<file path="src/verilog/psc_params.svh">
`ifndef PSC_PARAMS_SVH
`define PSC_PARAMS_SVH

// ----------------------------------------
// clock and timing
// ----------------------------------------
`define PSC_CLK_MHZ 125
`define PSC_OSC_MHZ 10
// oscillator tick divider, rounded down
`define PSC_OSC_DIV (`PSC_CLK_MHZ / `PSC_OSC_MHZ)
// start-up length on the oscillator, in microseconds
`define PSC_INIT_US 300
`define PSC_INIT_OSC_TICKS (`PSC_INIT_US * `PSC_OSC_MHZ)
// start-up length on the user clock, in its cycles
`define PSC_USR_INIT_CYCLES 3187
// user clock enable delay after load complete, least time
`define PSC_CU_DELAY_NS 30
`define PSC_CU_DELAY_CYC ((`PSC_CU_DELAY_NS * `PSC_CLK_MHZ + 999) / 1000)
// error status release, longest time
`define PSC_ERR_TIMEOUT_US 230
`define PSC_ERR_TIMEOUT_CYC (`PSC_ERR_TIMEOUT_US * `PSC_CLK_MHZ)
// least restart low pulse
`define PSC_RESTART_MIN_NS 500
`define PSC_RESTART_MIN_CYC ((`PSC_RESTART_MIN_NS * `PSC_CLK_MHZ + 999) / 1000)

// ----------------------------------------
// bitstream framing
// ----------------------------------------
`define PSC_SYNC_BYTE 8'ha5
`define PSC_OPT_BYTE_IDX 16'h0001

// ----------------------------------------
// register map
// ----------------------------------------
`define PSC_REG_STATUS 8'h00
`define PSC_REG_LEN 8'h04
`define PSC_REG_BYTES 8'h08
`define PSC_REG_ERRS 8'h0c
`define PSC_LEN_RESET 16'h0010
`define PSC_LEN_MIN 16'h0003
`define PSC_RESP_OKAY 2'h0
`define PSC_RESP_SLVERR 2'h2
// input pin reset levels, see psc_pins_t order
`define PSC_PIN_RESET 7'h1e

`endif

</file>
<file path="src/verilog/psc_pkg.sv">
package psc_pkg;

  // ----------------------------------------
  // loader states, gray along the load path through S_CUDLY; S_DONE to S_INIT flips two bits
  // ----------------------------------------
  typedef enum logic [2:0] {
    S_RST = 3'h0,
    S_LOAD = 3'h1,
    S_DONE = 3'h3,
    S_CUDLY = 3'h2,
    S_INIT = 3'h6,
    S_USER = 3'h7,
    S_ERR = 3'h5,
    S_HOLD = 3'h4
  } psc_state_t;

  // option bits carried in the bitstream
  typedef struct packed {
    logic dual;
    logic auto_rst;
    logic init_en;
    logic usr_clk;
  } psc_opt_t;

  // synchronised pin inputs
  typedef struct packed {
    logic sclk;
    logic sdata;
    logic restart_n;
    logic stat_n;
    logic done;
    logic ce_n;
    logic uclk;
  } psc_pins_t;

endpackage

</file>
<file path="src/verilog/psc_loader.sv">
// Functional notes
// - start-up runs on internal 10 MHz tick unless user clock option set.
// - with oscillator, finish after full bitstream; later serial clocks ignored.
// - user clock ignored in load, enabled after delay, then 3187 cycles.
// - user clock edges never touch bitstream loading.
// - start-up-complete line released on entering user mode.
// - start-up-complete released in reset, driven low once its option loads.
// - user mode disables weak pull-ups and hands pins to the design.
// - serial data pin floats in user mode unless dual-purpose option.
// - serial clock may pause any length; no timeout on it.
// - on load error, drive status low and reset internally.
// - auto-restart releases status within 230 us; host may then reload.
// - restart low 500 ns pulls status and load-complete low, floats I/O.
// - selected device drives chain-enable out low once its load completes.
// - next chained device accepts data within one serial clock.
// - start-up waits for shared load-complete line to rise.
// - status low from any device halts loading for the chain.
// - grounded chain-enable inputs load the same bitstream in parallel.
// - data sampled on serial clock rise, bytes arrive LSB first.
// - load-complete released only after error-free load; start-up at its rise.
`timescale 1ns/1ns
`include "psc_params.svh"
module psc_loader #(
  parameter int AW = 8,
  parameter int unsigned ERR_TIMEOUT_CYCLES = `PSC_ERR_TIMEOUT_CYC,
  parameter int unsigned INIT_OSC_TICKS = `PSC_INIT_OSC_TICKS,
  parameter int unsigned USR_INIT_CYCLES = `PSC_USR_INIT_CYCLES
) (
  input wire logic clk,
  input wire logic rst,
  input wire logic [AW-1:0] s_axi_awaddr,
  input wire logic s_axi_awvalid,
  output logic s_axi_awready,
  input wire logic [31:0] s_axi_wdata,
  input wire logic [3:0] s_axi_wstrb,
  input wire logic s_axi_wvalid,
  output logic s_axi_wready,
  output logic [1:0] s_axi_bresp,
  output logic s_axi_bvalid,
  input wire logic s_axi_bready,
  input wire logic [AW-1:0] s_axi_araddr,
  input wire logic s_axi_arvalid,
  output logic s_axi_arready,
  output logic [31:0] s_axi_rdata,
  output logic [1:0] s_axi_rresp,
  output logic s_axi_rvalid,
  input wire logic s_axi_rready,
  input wire logic serial_load_clock,
  input wire logic serial_data_in,
  output logic serial_data_out,
  output logic serial_data_oe,
  input wire logic restart_request_n,
  input wire logic load_error_status_n_in,
  output logic load_error_status_n_out,
  output logic load_error_status_n_oe,
  input wire logic load_complete_in,
  output logic load_complete_out,
  output logic load_complete_oe,
  output logic init_done_out,
  output logic init_done_oe,
  input wire logic chain_enable_in_n,
  output logic chain_enable_out_n,
  input wire logic user_startup_clock,
  output logic user_pullup_en,
  output logic user_mode,
  input wire logic user_data_out,
  input wire logic user_data_oe
);

  // ----------------------------------------
  // pin synchronisers
  // ----------------------------------------
  psc_pkg::psc_pins_t pin_raw;
  psc_pkg::psc_pins_t pin;
  psc_pkg::psc_pins_t pin_rise;
  psc_pkg::psc_pins_t pin_fall;

  assign pin_raw = '{sclk: serial_load_clock, sdata: serial_data_in,
                     restart_n: restart_request_n, stat_n: load_error_status_n_in,
                     done: load_complete_in, ce_n: chain_enable_in_n,
                     uclk: user_startup_clock};

  // open-drain lines filtered like every pin
  psc_sync #(.W(7), .RST_VAL(`PSC_PIN_RESET)) u_sync (
    .clk(clk),
    .rst(rst),
    .d(pin_raw),
    .q(pin),
    .rise(pin_rise),
    .fall(pin_fall)
  );

  // ----------------------------------------
  // loader state
  // ----------------------------------------
  psc_pkg::psc_state_t state, next_state;
  psc_pkg::psc_opt_t opt, next_opt;
  logic opt_loaded, next_opt_loaded;
  logic [7:0] shreg, next_shreg;
  logic [2:0] bitcnt, next_bitcnt;
  logic [15:0] bytecnt, next_bytecnt;
  logic [7:0] csum, next_csum;
  logic [15:0] timer, next_timer;
  logic [15:0] rlow, next_rlow;
  logic [3:0] osc, next_osc;
  logic [7:0] errs, next_errs;
  logic sdo, next_sdo;
  logic [15:0] len;
  logic osc_tick;
  logic restart_long;
  logic [7:0] byte_in;
  logic byte_done;
  logic byte_bad;
  logic init_tick;
  logic [15:0] init_end;

  assign osc_tick = (osc == 4'(`PSC_OSC_DIV - 1));
  assign restart_long = (rlow == 16'(`PSC_RESTART_MIN_CYC));
  assign byte_in = {pin.sdata, shreg[7:1]};
  // a byte completes on the eighth rising serial clock while selected
  assign byte_done = (state == psc_pkg::S_LOAD) && pin_rise.sclk
                     && !pin.ce_n && (bitcnt == 3'h7);
  assign byte_bad = ((bytecnt == 16'h0000) && (byte_in != `PSC_SYNC_BYTE))
                    || ((bytecnt == len - 16'h0001) && (byte_in != csum));
  // start-up clock source choice
  assign init_tick = opt.usr_clk ? pin_rise.uclk : osc_tick;
  assign init_end = opt.usr_clk ? 16'(USR_INIT_CYCLES - 1)
                                : 16'(INIT_OSC_TICKS - 1);

  // next-state logic for loader and start-up
  always_comb begin
    next_state = state;
    next_opt = opt;
    next_opt_loaded = opt_loaded;
    next_shreg = shreg;
    next_bitcnt = bitcnt;
    next_bytecnt = bytecnt;
    next_csum = csum;
    next_timer = timer;
    next_errs = errs;
    next_osc = osc_tick ? 4'h0 : osc + 4'h1;
    next_sdo = user_data_out;
    // restart low width, saturating
    if (pin.restart_n) begin
      next_rlow = 16'h0000;
    end else if (!restart_long) begin
      next_rlow = rlow + 16'h0001;
    end else begin
      next_rlow = rlow;
    end
    case (state)
      psc_pkg::S_RST: begin
        if (pin.restart_n) begin
          next_state = psc_pkg::S_LOAD;
        end
      end
      psc_pkg::S_LOAD: begin
        // only serial clock edges load bits, user clock never
        if (pin_rise.sclk && !pin.ce_n) begin
          next_shreg = byte_in;
          next_bitcnt = bitcnt + 3'h1;
        end
        if (byte_done) begin
          next_bytecnt = bytecnt + 16'h0001;
          next_csum = csum ^ byte_in;
          if (bytecnt == `PSC_OPT_BYTE_IDX) begin
            next_opt = psc_pkg::psc_opt_t'(byte_in[3:0]);
            next_opt_loaded = 1'b1;
          end
          if (byte_bad) begin
            next_state = psc_pkg::S_ERR;
            next_timer = 16'h0000;
            next_errs = errs + 8'h01;
          end else if (bytecnt == len - 16'h0001) begin
            next_state = psc_pkg::S_DONE;
          end
        end
      end
      psc_pkg::S_DONE: begin
        // serial clock no longer looked at here
        next_timer = 16'h0000;
        if (pin.done) begin
          next_state = opt.usr_clk ? psc_pkg::S_CUDLY : psc_pkg::S_INIT;
        end
      end
      psc_pkg::S_CUDLY: begin
        // user clock held off for the enable delay
        if (timer == 16'(`PSC_CU_DELAY_CYC - 1)) begin
          next_state = psc_pkg::S_INIT;
          next_timer = 16'h0000;
        end else begin
          next_timer = timer + 16'h0001;
        end
      end
      psc_pkg::S_INIT: begin
        if (init_tick) begin
          if (timer == init_end) begin
            next_state = psc_pkg::S_USER;
          end else begin
            next_timer = timer + 16'h0001;
          end
        end
      end
      psc_pkg::S_ERR: begin
        // internal reset, release after timeout if enabled
        next_bitcnt = 3'h0;
        next_bytecnt = 16'h0000;
        next_timer = timer + 16'h0001;
        if (opt.auto_rst && (timer == 16'(ERR_TIMEOUT_CYCLES - 1))) begin
          next_state = psc_pkg::S_LOAD;
        end
      end
      psc_pkg::S_HOLD: begin
        if (pin.stat_n) begin
          next_state = psc_pkg::S_LOAD;
        end
      end
      default: begin
        next_state = state;
      end
    endcase
    // another device pulled status low: stop with the chain
    if ((state == psc_pkg::S_LOAD || state == psc_pkg::S_DONE
         || state == psc_pkg::S_CUDLY || state == psc_pkg::S_INIT)
        && !pin.stat_n && next_state != psc_pkg::S_ERR) begin
      next_state = psc_pkg::S_HOLD;
    end
    // long restart pulse wins from any state
    if (restart_long) begin
      next_state = psc_pkg::S_RST;
    end
    // fresh load: clear everything the bitstream fills
    if (next_state == psc_pkg::S_LOAD && state != psc_pkg::S_LOAD) begin
      next_opt = '0;
      next_opt_loaded = 1'b0;
      next_bitcnt = 3'h0;
      next_bytecnt = 16'h0000;
      next_csum = 8'h00;
      next_shreg = 8'h00;
    end
  end

  // loader registers
  always_ff @(posedge clk or posedge rst) begin
    if (rst) begin
      state <= psc_pkg::S_RST;
      opt <= '0;
      opt_loaded <= 1'b0;
      shreg <= 8'h00;
      bitcnt <= 3'h0;
      bytecnt <= 16'h0000;
      csum <= 8'h00;
      timer <= 16'h0000;
      rlow <= 16'h0000;
      osc <= 4'h0;
      errs <= 8'h00;
      sdo <= 1'b0;
    end else begin
      state <= next_state;
      opt <= next_opt;
      opt_loaded <= next_opt_loaded;
      shreg <= next_shreg;
      bitcnt <= next_bitcnt;
      bytecnt <= next_bytecnt;
      csum <= next_csum;
      timer <= next_timer;
      rlow <= next_rlow;
      osc <= next_osc;
      errs <= next_errs;
      sdo <= next_sdo;
    end
  end

  // ----------------------------------------
  // pin drivers
  // ----------------------------------------
  assign load_error_status_n_out = 1'b0;
  assign load_error_status_n_oe = (state == psc_pkg::S_RST)
                                  || (state == psc_pkg::S_ERR);
  assign load_complete_out = 1'b0;
  assign load_complete_oe = (state == psc_pkg::S_RST) || (state == psc_pkg::S_LOAD)
                            || (state == psc_pkg::S_ERR)
                            || (state == psc_pkg::S_HOLD);
  assign init_done_out = 1'b0;
  assign init_done_oe = opt_loaded && opt.init_en
                        && (state == psc_pkg::S_LOAD || state == psc_pkg::S_DONE
                            || state == psc_pkg::S_CUDLY
                            || state == psc_pkg::S_INIT);
  assign chain_enable_out_n = !(state == psc_pkg::S_DONE || state == psc_pkg::S_CUDLY
                                || state == psc_pkg::S_INIT
                                || state == psc_pkg::S_USER);
  assign user_mode = (state == psc_pkg::S_USER);
  assign user_pullup_en = !user_mode;
  assign serial_data_out = sdo;
  assign serial_data_oe = user_mode && opt.dual && user_data_oe;

  // ----------------------------------------
  // axi4-lite slave
  // ----------------------------------------
  logic aw_got, next_aw_got;
  logic w_got, next_w_got;
  logic [AW-1:0] aw_addr, next_aw_addr;
  logic [31:0] w_data, next_w_data;
  logic [3:0] w_strb, next_w_strb;
  logic bvalid, next_bvalid;
  logic [1:0] bresp, next_bresp;
  logic rvalid, next_rvalid;
  logic [31:0] rdata, next_rdata;
  logic [1:0] rresp, next_rresp;
  logic [15:0] next_len;
  logic [15:0] wlen;

  assign s_axi_awready = !aw_got && !bvalid;
  assign s_axi_wready = !w_got && !bvalid;
  assign s_axi_arready = !rvalid;
  assign s_axi_bvalid = bvalid;
  assign s_axi_bresp = bresp;
  assign s_axi_rvalid = rvalid;
  assign s_axi_rdata = rdata;
  assign s_axi_rresp = rresp;

  // bus next values: capture, write, read mux
  always_comb begin
    next_aw_got = aw_got;
    next_w_got = w_got;
    next_aw_addr = aw_addr;
    next_w_data = w_data;
    next_w_strb = w_strb;
    next_bvalid = bvalid;
    next_bresp = bresp;
    next_rvalid = rvalid;
    next_rdata = rdata;
    next_rresp = rresp;
    next_len = len;
    wlen = len;
    if (s_axi_awvalid && s_axi_awready) begin
      next_aw_got = 1'b1;
      next_aw_addr = s_axi_awaddr;
    end
    if (s_axi_wvalid && s_axi_wready) begin
      next_w_got = 1'b1;
      next_w_data = s_axi_wdata;
      next_w_strb = s_axi_wstrb;
    end
    if (bvalid && s_axi_bready) begin
      next_bvalid = 1'b0;
    end
    // both halves held: perform the write
    if (aw_got && w_got && !bvalid) begin
      next_aw_got = 1'b0;
      next_w_got = 1'b0;
      next_bvalid = 1'b1;
      next_bresp = `PSC_RESP_SLVERR;
      if (aw_addr == `PSC_REG_LEN) begin
        if (w_strb[0]) wlen[7:0] = w_data[7:0];
        if (w_strb[1]) wlen[15:8] = w_data[15:8];
        next_len = (wlen < `PSC_LEN_MIN) ? `PSC_LEN_MIN : wlen;
        next_bresp = `PSC_RESP_OKAY;
      end
    end
    if (rvalid && s_axi_rready) begin
      next_rvalid = 1'b0;
    end
    if (s_axi_arvalid && s_axi_arready) begin
      next_rvalid = 1'b1;
      next_rresp = `PSC_RESP_OKAY;
      if (s_axi_araddr == `PSC_REG_STATUS) begin
        next_rdata = {21'h0, pin.done, pin.stat_n, opt_loaded, opt, 1'b0, state};
      end else if (s_axi_araddr == `PSC_REG_LEN) begin
        next_rdata = {16'h0, len};
      end else if (s_axi_araddr == `PSC_REG_BYTES) begin
        next_rdata = {16'h0, bytecnt};
      end else if (s_axi_araddr == `PSC_REG_ERRS) begin
        next_rdata = {24'h0, errs};
      end else begin
        next_rdata = 32'h0;
        next_rresp = `PSC_RESP_SLVERR;
      end
    end
  end

  // bus registers
  always_ff @(posedge clk or posedge rst) begin
    if (rst) begin
      aw_got <= 1'b0;
      w_got <= 1'b0;
      aw_addr <= '0;
      w_data <= 32'h0;
      w_strb <= 4'h0;
      bvalid <= 1'b0;
      bresp <= 2'h0;
      rvalid <= 1'b0;
      rdata <= 32'h0;
      rresp <= 2'h0;
      len <= `PSC_LEN_RESET;
    end else begin
      aw_got <= next_aw_got;
      w_got <= next_w_got;
      aw_addr <= next_aw_addr;
      w_data <= next_w_data;
      w_strb <= next_w_strb;
      bvalid <= next_bvalid;
      bresp <= next_bresp;
      rvalid <= next_rvalid;
      rdata <= next_rdata;
      rresp <= next_rresp;
      len <= next_len;
    end
  end

  // ----------------------------------------
  // assertions
  // ----------------------------------------
  property p_err_drive;
    @(posedge clk) disable iff (rst)
    byte_done && byte_bad && !restart_long |=> state == psc_pkg::S_ERR
      && load_error_status_n_oe && load_complete_oe;
  endproperty
  a_err_drive: assert property (p_err_drive) else $error("error not flagged");

  property p_err_bound;
    @(posedge clk) disable iff (rst)
    state == psc_pkg::S_ERR |-> timer < 16'(ERR_TIMEOUT_CYCLES) || !opt.auto_rst;
  endproperty
  a_err_bound: assert property (p_err_bound) else $error("status held too long");

  property p_done_release;
    @(posedge clk) disable iff (rst)
    state == psc_pkg::S_DONE |-> !load_complete_oe && !chain_enable_out_n;
  endproperty
  a_done_release: assert property (p_done_release) else $error("done lines wrong");

  property p_wait_shared;
    @(posedge clk) disable iff (rst)
    state == psc_pkg::S_DONE ##1 (state == psc_pkg::S_CUDLY
      || state == psc_pkg::S_INIT) |-> $past(pin.done);
  endproperty
  a_wait_shared: assert property (p_wait_shared) else $error("early start-up");

  property p_cu_delay;
    @(posedge clk) disable iff (rst)
    $past(state) == psc_pkg::S_CUDLY && state == psc_pkg::S_INIT
      |-> $past(timer) == 16'(`PSC_CU_DELAY_CYC - 1);
  endproperty
  a_cu_delay: assert property (p_cu_delay) else $error("enable delay wrong");

  property p_user_release;
    @(posedge clk) disable iff (rst)
    $rose(user_mode) |-> !init_done_oe && !user_pullup_en;
  endproperty
  a_user_release: assert property (p_user_release) else $error("user entry wrong");

  property p_init_done_reset;
    @(posedge clk) disable iff (rst)
    state == psc_pkg::S_RST |=> !init_done_oe;
  endproperty
  a_init_done_reset: assert property (p_init_done_reset) else $error("start line low");

  property p_restart;
    @(posedge clk) disable iff (rst)
    restart_long |=> state == psc_pkg::S_RST && load_error_status_n_oe
      && load_complete_oe && !serial_data_oe;
  endproperty
  a_restart: assert property (p_restart) else $error("restart not taken");

  property p_ignore_sclk;
    @(posedge clk) disable iff (rst)
    (state == psc_pkg::S_DONE || state == psc_pkg::S_CUDLY || state == psc_pkg::S_INIT
      || state == psc_pkg::S_USER) && pin_rise.sclk && !restart_long |=> $stable(bytecnt);
  endproperty
  a_ignore_sclk: assert property (p_ignore_sclk) else $error("bits after load");

  property p_data_float;
    @(posedge clk) disable iff (rst)
    !opt.dual || !user_mode |-> !serial_data_oe;
  endproperty
  a_data_float: assert property (p_data_float) else $error("data pin driven");

endmodule

</file>
<file path="src/verilog/psc_sync.sv">
`timescale 1ns/1ns
module psc_sync #(
  parameter int W = 7,
  parameter logic [W-1:0] RST_VAL = '0
) (
  input wire logic clk,
  input wire logic rst,
  input wire logic [W-1:0] d,
  output logic [W-1:0] q,
  output logic [W-1:0] rise,
  output logic [W-1:0] fall
);

  // ----------------------------------------
  // five flops per bit, level taken when 2 and 3 agree
  // ----------------------------------------
  genvar i;
  generate
    for (i = 0; i < W; i++) begin : g_bit
      logic s1;
      logic s2;
      logic s3;
      logic lvl;
      logic prev;
      logic next_lvl;
      // filter: only stage 2 and 3 are compared
      always_comb begin
        next_lvl = (s2 == s3) ? s3 : lvl;
      end
      // registers, stage 1 read by stage 2 only
      always_ff @(posedge clk or posedge rst) begin
        if (rst) begin
          s1 <= RST_VAL[i];
          s2 <= RST_VAL[i];
          s3 <= RST_VAL[i];
          lvl <= RST_VAL[i];
          prev <= RST_VAL[i];
        end else begin
          s1 <= d[i];
          s2 <= s1;
          s3 <= s2;
          lvl <= next_lvl;
          prev <= lvl;
        end
      end
      assign q[i] = lvl;
      assign rise[i] = lvl & ~prev;
      assign fall[i] = ~lvl & prev;
    end
  endgenerate

endmodule
</file>
<file path="config.mk">
export PLATFORM = sky130hd
export DESIGN_NAME = psc_loader
export DESIGN_NICKNAME = d
export VERILOG_FILES = /design/src/verilog/psc_pkg.sv /design/src/verilog/psc_loader.sv /design/src/verilog/psc_sync.sv
export VERILOG_INCLUDE_DIRS = /design/src /design/src/verilog
export SDC_FILE = /design/constraint.sdc
export NUM_CORES = 1
export LEC_CHECK = 0
export ABC_AREA = 1
export BUFFER_PORTS_ARGS = -buffer_cell sky130_fd_sc_hd__buf_2
export CAP_MARGIN = 20
export CORE_UTILIZATION = 45
export CTS_CLUSTER_DIAMETER = 60
export CTS_CLUSTER_SIZE = 10
export DETAILED_ROUTE_END_ITERATION = 8
export PLACE_DENSITY = 0.67
export SLEW_MARGIN = 40
export SYNTH_ARGS = -nofsm -noshare
export SYNTH_HDL_FRONTEND = slang
export SYNTH_HIERARCHICAL = 1
export SYNTH_SLANG_ARGS = --single-unit
export TNS_END_PERCENT = 5
</file>
<file path="constraint.sdc">
create_clock -name clk -period 4.63 [get_ports clk]
set_clock_uncertainty 0.05 [all_clocks]
set_input_delay 0.926 -clock clk [delete_from_list [all_inputs] [get_ports clk]]
set_output_delay 0.926 -clock clk [all_outputs]
set_load 0.05 [all_outputs]
</file>
---- Word level (Yosys, flattened, before mapping) ----
Cells that the tools add are included.
operators by class
  eq/ne operators ......................... 38
  multiply operators ...................... 0
  add/sub/neg operators ................... 7
  reductions and logical operators ........ 63
  muxes and demuxes ....................... 69
  shift operators ......................... 0
  bitwise operators ....................... 5
  divide/modulo/power cells ............... 0
  $lt $le $gt $ge ......................... 1
operators with widths
  kind                                                                    number
  16-bit 2-to-1 mux                                                       13
  8-bit 2-to-1 mux                                                        13
  16-bit one-hot mux with 5 select lines                                  1
  16-bit by 1-bit adder with 16-bit output (second input constant)        3
  3-bit 2-to-1 mux                                                        15
  16-bit one-hot mux with 2 select lines                                  1
  1-bit logical AND                                                       23
  3-bit one-hot mux with 7 select lines                                   1
  4-bit 2-to-1 mux                                                        5
  16-bit by 1-bit == test with 1-bit output (second input constant)       1
  16-bit by 12-bit == test with 1-bit output                              1
  16-bit by 15-bit == test with 1-bit output (second input constant)      1
  16-bit == test                                                          1
  16-bit by 2-bit == test with 1-bit output (second input constant)       1
  16-bit by 6-bit == test with 1-bit output (second input constant)       1
  8-bit by 3-bit == test with 1-bit output (second input constant)        2
  8-bit by 4-bit == test with 1-bit output (second input constant)        2
  16-bit logical NOT                                                      1
  16-bit by 2-bit < comparator with 1-bit output (second input constant)  1
  2-bit nonzero test                                                      8
  16-bit by 1-bit subtractor with 16-bit output (second input constant)   1
  3-bit == test (second input constant)                                   5
  1-bit 2-to-1 mux                                                        13
  1-bit logical OR                                                        11
  27 further kinds                                                        58
storage, ports and cells
  output and inout bits ................... 52
  bits in latches ......................... 0
  register bits ........................... 200
  word-level logic and storage cells ...... 239
  bits of input ports ..................... 68
  ROM bits ................................ 0
  memories kept ........................... 0
  bits in writable memories ............... 0

---- Logic depth before layout (Yosys ltp) ----
  depth after elaboration ................. 15
  depth in mapped cells ................... 22
  mapped depth without buffers ............ 21

---- Hierarchy ----
Netlist, hierarchy kept.
modules (own cells, without submodules)
  module      cells each  area each (sq um)  times used
  psc_loader  1,094       8,707.1            1
  psc_sync    95          1,161.1            1

---- Worst setup path after synthesis ----
Ideal clock, no wire load.
  kind .................................... flip-flop to output port
  start point ............................. reg state[1]
  end point ............................... out serial_data_oe
  setup slack ............................. 0.687 ns
  cell stages (with the launch flop) ...... 5
  arrival time ............................ 2.967 ns
  buffers on the path ..................... 0
  cell sequence ........................... dfrtp_1 > clkinv_1 > nor2_1 > inv_1 > nor2_1
between the ends
  word-level cells in the longest chain between the ends .. 3
ends and longest elaborated chain
  element                          RTL line           RTL
  start: declaration               psc_loader.sv:96   psc_pkg::psc_state_t state, next_state;
  start signal: assignment         psc_loader.sv:246  state <= psc_pkg::S_RST;
  start signal: assignment         psc_loader.sv:259  state <= next_state;
  3-bit == test                    psc_loader.sv:292  assign user_mode = (state == psc_pkg::S_USER);
  named net user_mode              psc_loader.sv:65   output logic user_mode,
  1-bit logical AND (2 in series)  psc_loader.sv:295  assign serial_data_oe = user_mode && opt.dual && user_data_oe;
  end: declaration                 psc_loader.sv:51   output logic serial_data_oe,
The timed path passes the listed nets, and every way through them passes these cells.

---- Final worst setup path ----
  start point ............................. reg state[0]
  end point ............................... reg bitcnt[2]
between the ends
  word-level cells in the longest chain between the ends .. 14
ends and longest elaborated chain
  element                                                               RTL line                                                 RTL
  3-bit by 1-bit == test with 1-bit output                              psc_loader.sv:121, psc_loader.sv:151, psc_loader.sv:223
  1-bit logical AND                                                     psc_loader.sv:121                                        assign byte_done = (state == psc_pkg::S_LOAD) && pin_rise.sclk
  1-bit logical AND (2 in series)                                       psc_loader.sv:122                                        && !pin.ce_n && (bitcnt == 3'h7);
  3-bit 2-to-1 mux                                                      psc_loader.sv:163                                        if (byte_done) begin
  3-bit one-hot mux with 7 select lines                                 psc_loader.sv:151                                        case (state)
  3-bit != test                                                         psc_loader.sv:225                                        && !pin.stat_n && next_state != psc_pkg::S_ERR) begin
  1-bit logical AND                                                     psc_loader.sv:225
  3-bit 2-to-1 mux *                                                    psc_loader.sv:223                                        if ((state == psc_pkg::S_LOAD || state == psc_pkg::S_DONE
  3-bit 2-to-1 mux *                                                    psc_loader.sv:229                                        if (restart_long) begin
  named net next_state[0]                                               psc_loader.sv:96
  3-bit by 1-bit == test with 1-bit output *                            psc_loader.sv:233                                        if (next_state == psc_pkg::S_LOAD && state != psc_pkg::S_LOAD) begin
  1-bit logical AND *                                                   psc_loader.sv:233
  3-bit != test (no line) / 3-bit nonzero test (equally long branches)  n/a
  2-bit AND reduction (no line)                                         n/a
  end signal: assignment                                                psc_loader.sv:263                                        bitcnt <= next_bitcnt;
  end: declaration                                                      psc_loader.sv:100                                        logic [2:0] bitcnt, next_bitcnt;
The timed path passes the listed nets; every way through them passes the cells marked *.
A chain may end at the register's enable or synchronous reset.

==> out/qor.csv <==
metric;value;unit
status;finished, final reports clean;
largest net degree at the start of global routing;73;
crit share post-route;71.5;%
IO Count;120;
Hold Path Cell Cnt;0;
detailed-placement wirelength estimate;15.8;mm
minimum clock period;3.31;ns
Hold/Removal Path Class;reg -> reg;
Fin. Hold Viols;0;
peak supply drop;0.000247;V
worst slew pin tran;0.746;ns
Internal Power;3.09;mW
Clock power frac;29.5;%
clk_lat worst skew;0.45;ns
ANT cells;0;
Vias/cell;5.17;
via count;7849;
Placed Area;10200;um^2
wire per inst;14.1;um
Arr. time, crit path;3.58;ns
vias in the first global route;7343;
initial core utilization;45.9;%
Worst-path clk slew;0.08;ns
CTS tree;done;
Overall Power;5.15;mW
crit path max fanout;25;
Routed Antenna Nets;0;
GRT Util Overall;20.4;%
worst endpoint required time;4.90;ns
CTS Sinks;181;
DR iter-0 viols;551;
P&R area growth vs syn;12.7;%
Sw Share;40.0;%
placed cell count;1486;
Root Driver;clkbuf_16;
Slew Limit Fails;0;
Final Non-Filler Cells;1518;
crit path kind;reg -> reg;
RSZ-0062 raised after global routing;no;
Die X;148;um
grt ovf;0;
first-pass iteration count of the detailed router;6;
fmax;302;MHz
cell area after synthesis;9640;um^2
Layout Nets;1309;
leakage power;5.15;nW
first-pass GRT wire length;35.8;mm
Worst setup EP type;register;
num rows;53;
CP Launch Type;register;
initial antenna violation count;0;
Total Wirelength;21.4;mm
total CTS buffers;17;
Clock Tree Buf Depth;2;
Rel. slew slack;49.9;%
syn_area_per_cell;8.31;um^2
Seq pwr share;39.1;%
cell count after synthesis;1161;
Setup TNS;0;ns
Setup violations, final;0;
Layout Utilization;51.7;%
total core area;21000;um^2
final RePlAce weighted congestion;0.922;
Max Cap Viol;0;
die area;22000;um^2
final instance area;10900;um^2
Residual DRC;0;
Chip Height;148;um
reg2reg path depth;14;
# H-tree levels;4;
YS warnings;6;
Pwr Density;474;nW/um^2
share of layout cells above drive strength 1;16.7;%
hold buffers post-CTS;0;
CTS-repair resized insts;0;
Comb pwr share;31.4;%
IO Port Bufs;80;
number of buffers added for setup after CTS;0;
Switching Power;2.06;mW
final timing paths:
path | slack, ns | startpoint | to
max reg2reg | 1.32 | state[0]$_DFF_PP0_ | bitcnt[2]$_DFFE_PP0P_
max | 1.32 | state[0]$_DFF_PP0_ | bitcnt[2]$_DFFE_PP0P_
min in group asynchronous | 0.45 | rst | rlow[14]$_DFFE_PP0P_
min reg2reg | 0.31 | u_sync/g_bit[3].s1$_DFF_PP1_ | u_sync/g_bit[3].s2$_DFF_PP1_
max in group asynchronous | 3.26 | rst | len[4]$_DFFE_PP1P_
min | 0.31 | u_sync/g_bit[3].s1$_DFF_PP1_ | u_sync/g_bit[3].s2$_DFF_PP1_
stage by stage:
| stage | setup WS (ns) | hold slack (ns) |
|---|---|---|
| finish | 1.32 | 0.305 |
| global route | 1.02 | 0.312 |
| CTS | 1.32 | 0.305 |
| detailed placement | 1.31 | 0.291 |
| global placement | 1.38 | 0.284 |
| floorplan | 0.687 | 0.281 |
critical path, cell delays in order, from the launching register on:
cell	delay [ns]
dfrtp_1	0.54
inv_2	0.09
nor2_1	0.13
nand2_1	0.21
nor3_4	0.39
nand2_1	0.09
buf_4	0.22
inv_2	0.28
nand2_4	0.14
nand2_2	0.09
nand2_2	0.07
a21oi_4	0.16
nand3_4	0.27
nand2_4	0.35
a21oi_1	0.08
sequential cells by signal (all words and copies together), names as in the netlist, 8 cells and up:
| signal | cells |
|---|---|
| timer | 16 |
| aw_addr | 8 |
| bytecnt | 16 |
| rlow | 16 |
| s_axi_rdata | 16 |
| len | 16 |
| w_data | 16 |
| errs | 8 |
| csum | 8 |
power by group through the flow:
stage / registers [mW] / logic, mW / clock network, mW
floorplan: 1.97 / 1.39 / 0
global placement: 2.04 / 1.57 / 0
detailed placement: 2.04 / 1.61 / 0
CTS: 2.01 / 1.61 / 1.55
global route: 2.05 / 1.83 / 1.60
finish: 2.01 / 1.62 / 1.52
layout by cell type (no fill, tap or decap), types with 4 or more instances in the layout:
cell type and count:
a21oi_1 36, a221oi_1 8, buf_2 80, buf_4 4, clkbuf_16 17, clkinv_8 7
conb_1 21, dfrtp_1 164, dfstp_2 17, ha_1 11, inv_1 133, inv_2 4
mux2_2 25, nand2_1 233, nand2_2 10, nand3_1 68, nand4_1 24, nor2_1 112
nor2_2 15, nor3_1 29, nor4_1 10, o21ai_0 92, o21bai_1 8, o22ai_1 5
o31ai_1 5, xnor2_1 13, xor2_1 39
metal layers:
layer	share of wire, %	track usage (%)	vias to the layer above	routed length, um
li1	-	-	3891	-
met1	47	28.0	3754	10100
met2	47	33.0	177	10000
met3	4.4	3.50	27	934
met4	1.6	6.44	0	338
met5	0	0	-	0
area by class of cell:
class	count	area, um^2
Tap cell	275	344
Clock buffer	17	425
Sequential cell	181	4550
Timing Repair Buffer	87	490
Clock inverter	15	211
Fill cell	2041	10200
Multi-Input combinational cell	803	4320
Inverter	140	529
No activity file was read; power rests on OpenSTA's default activity.
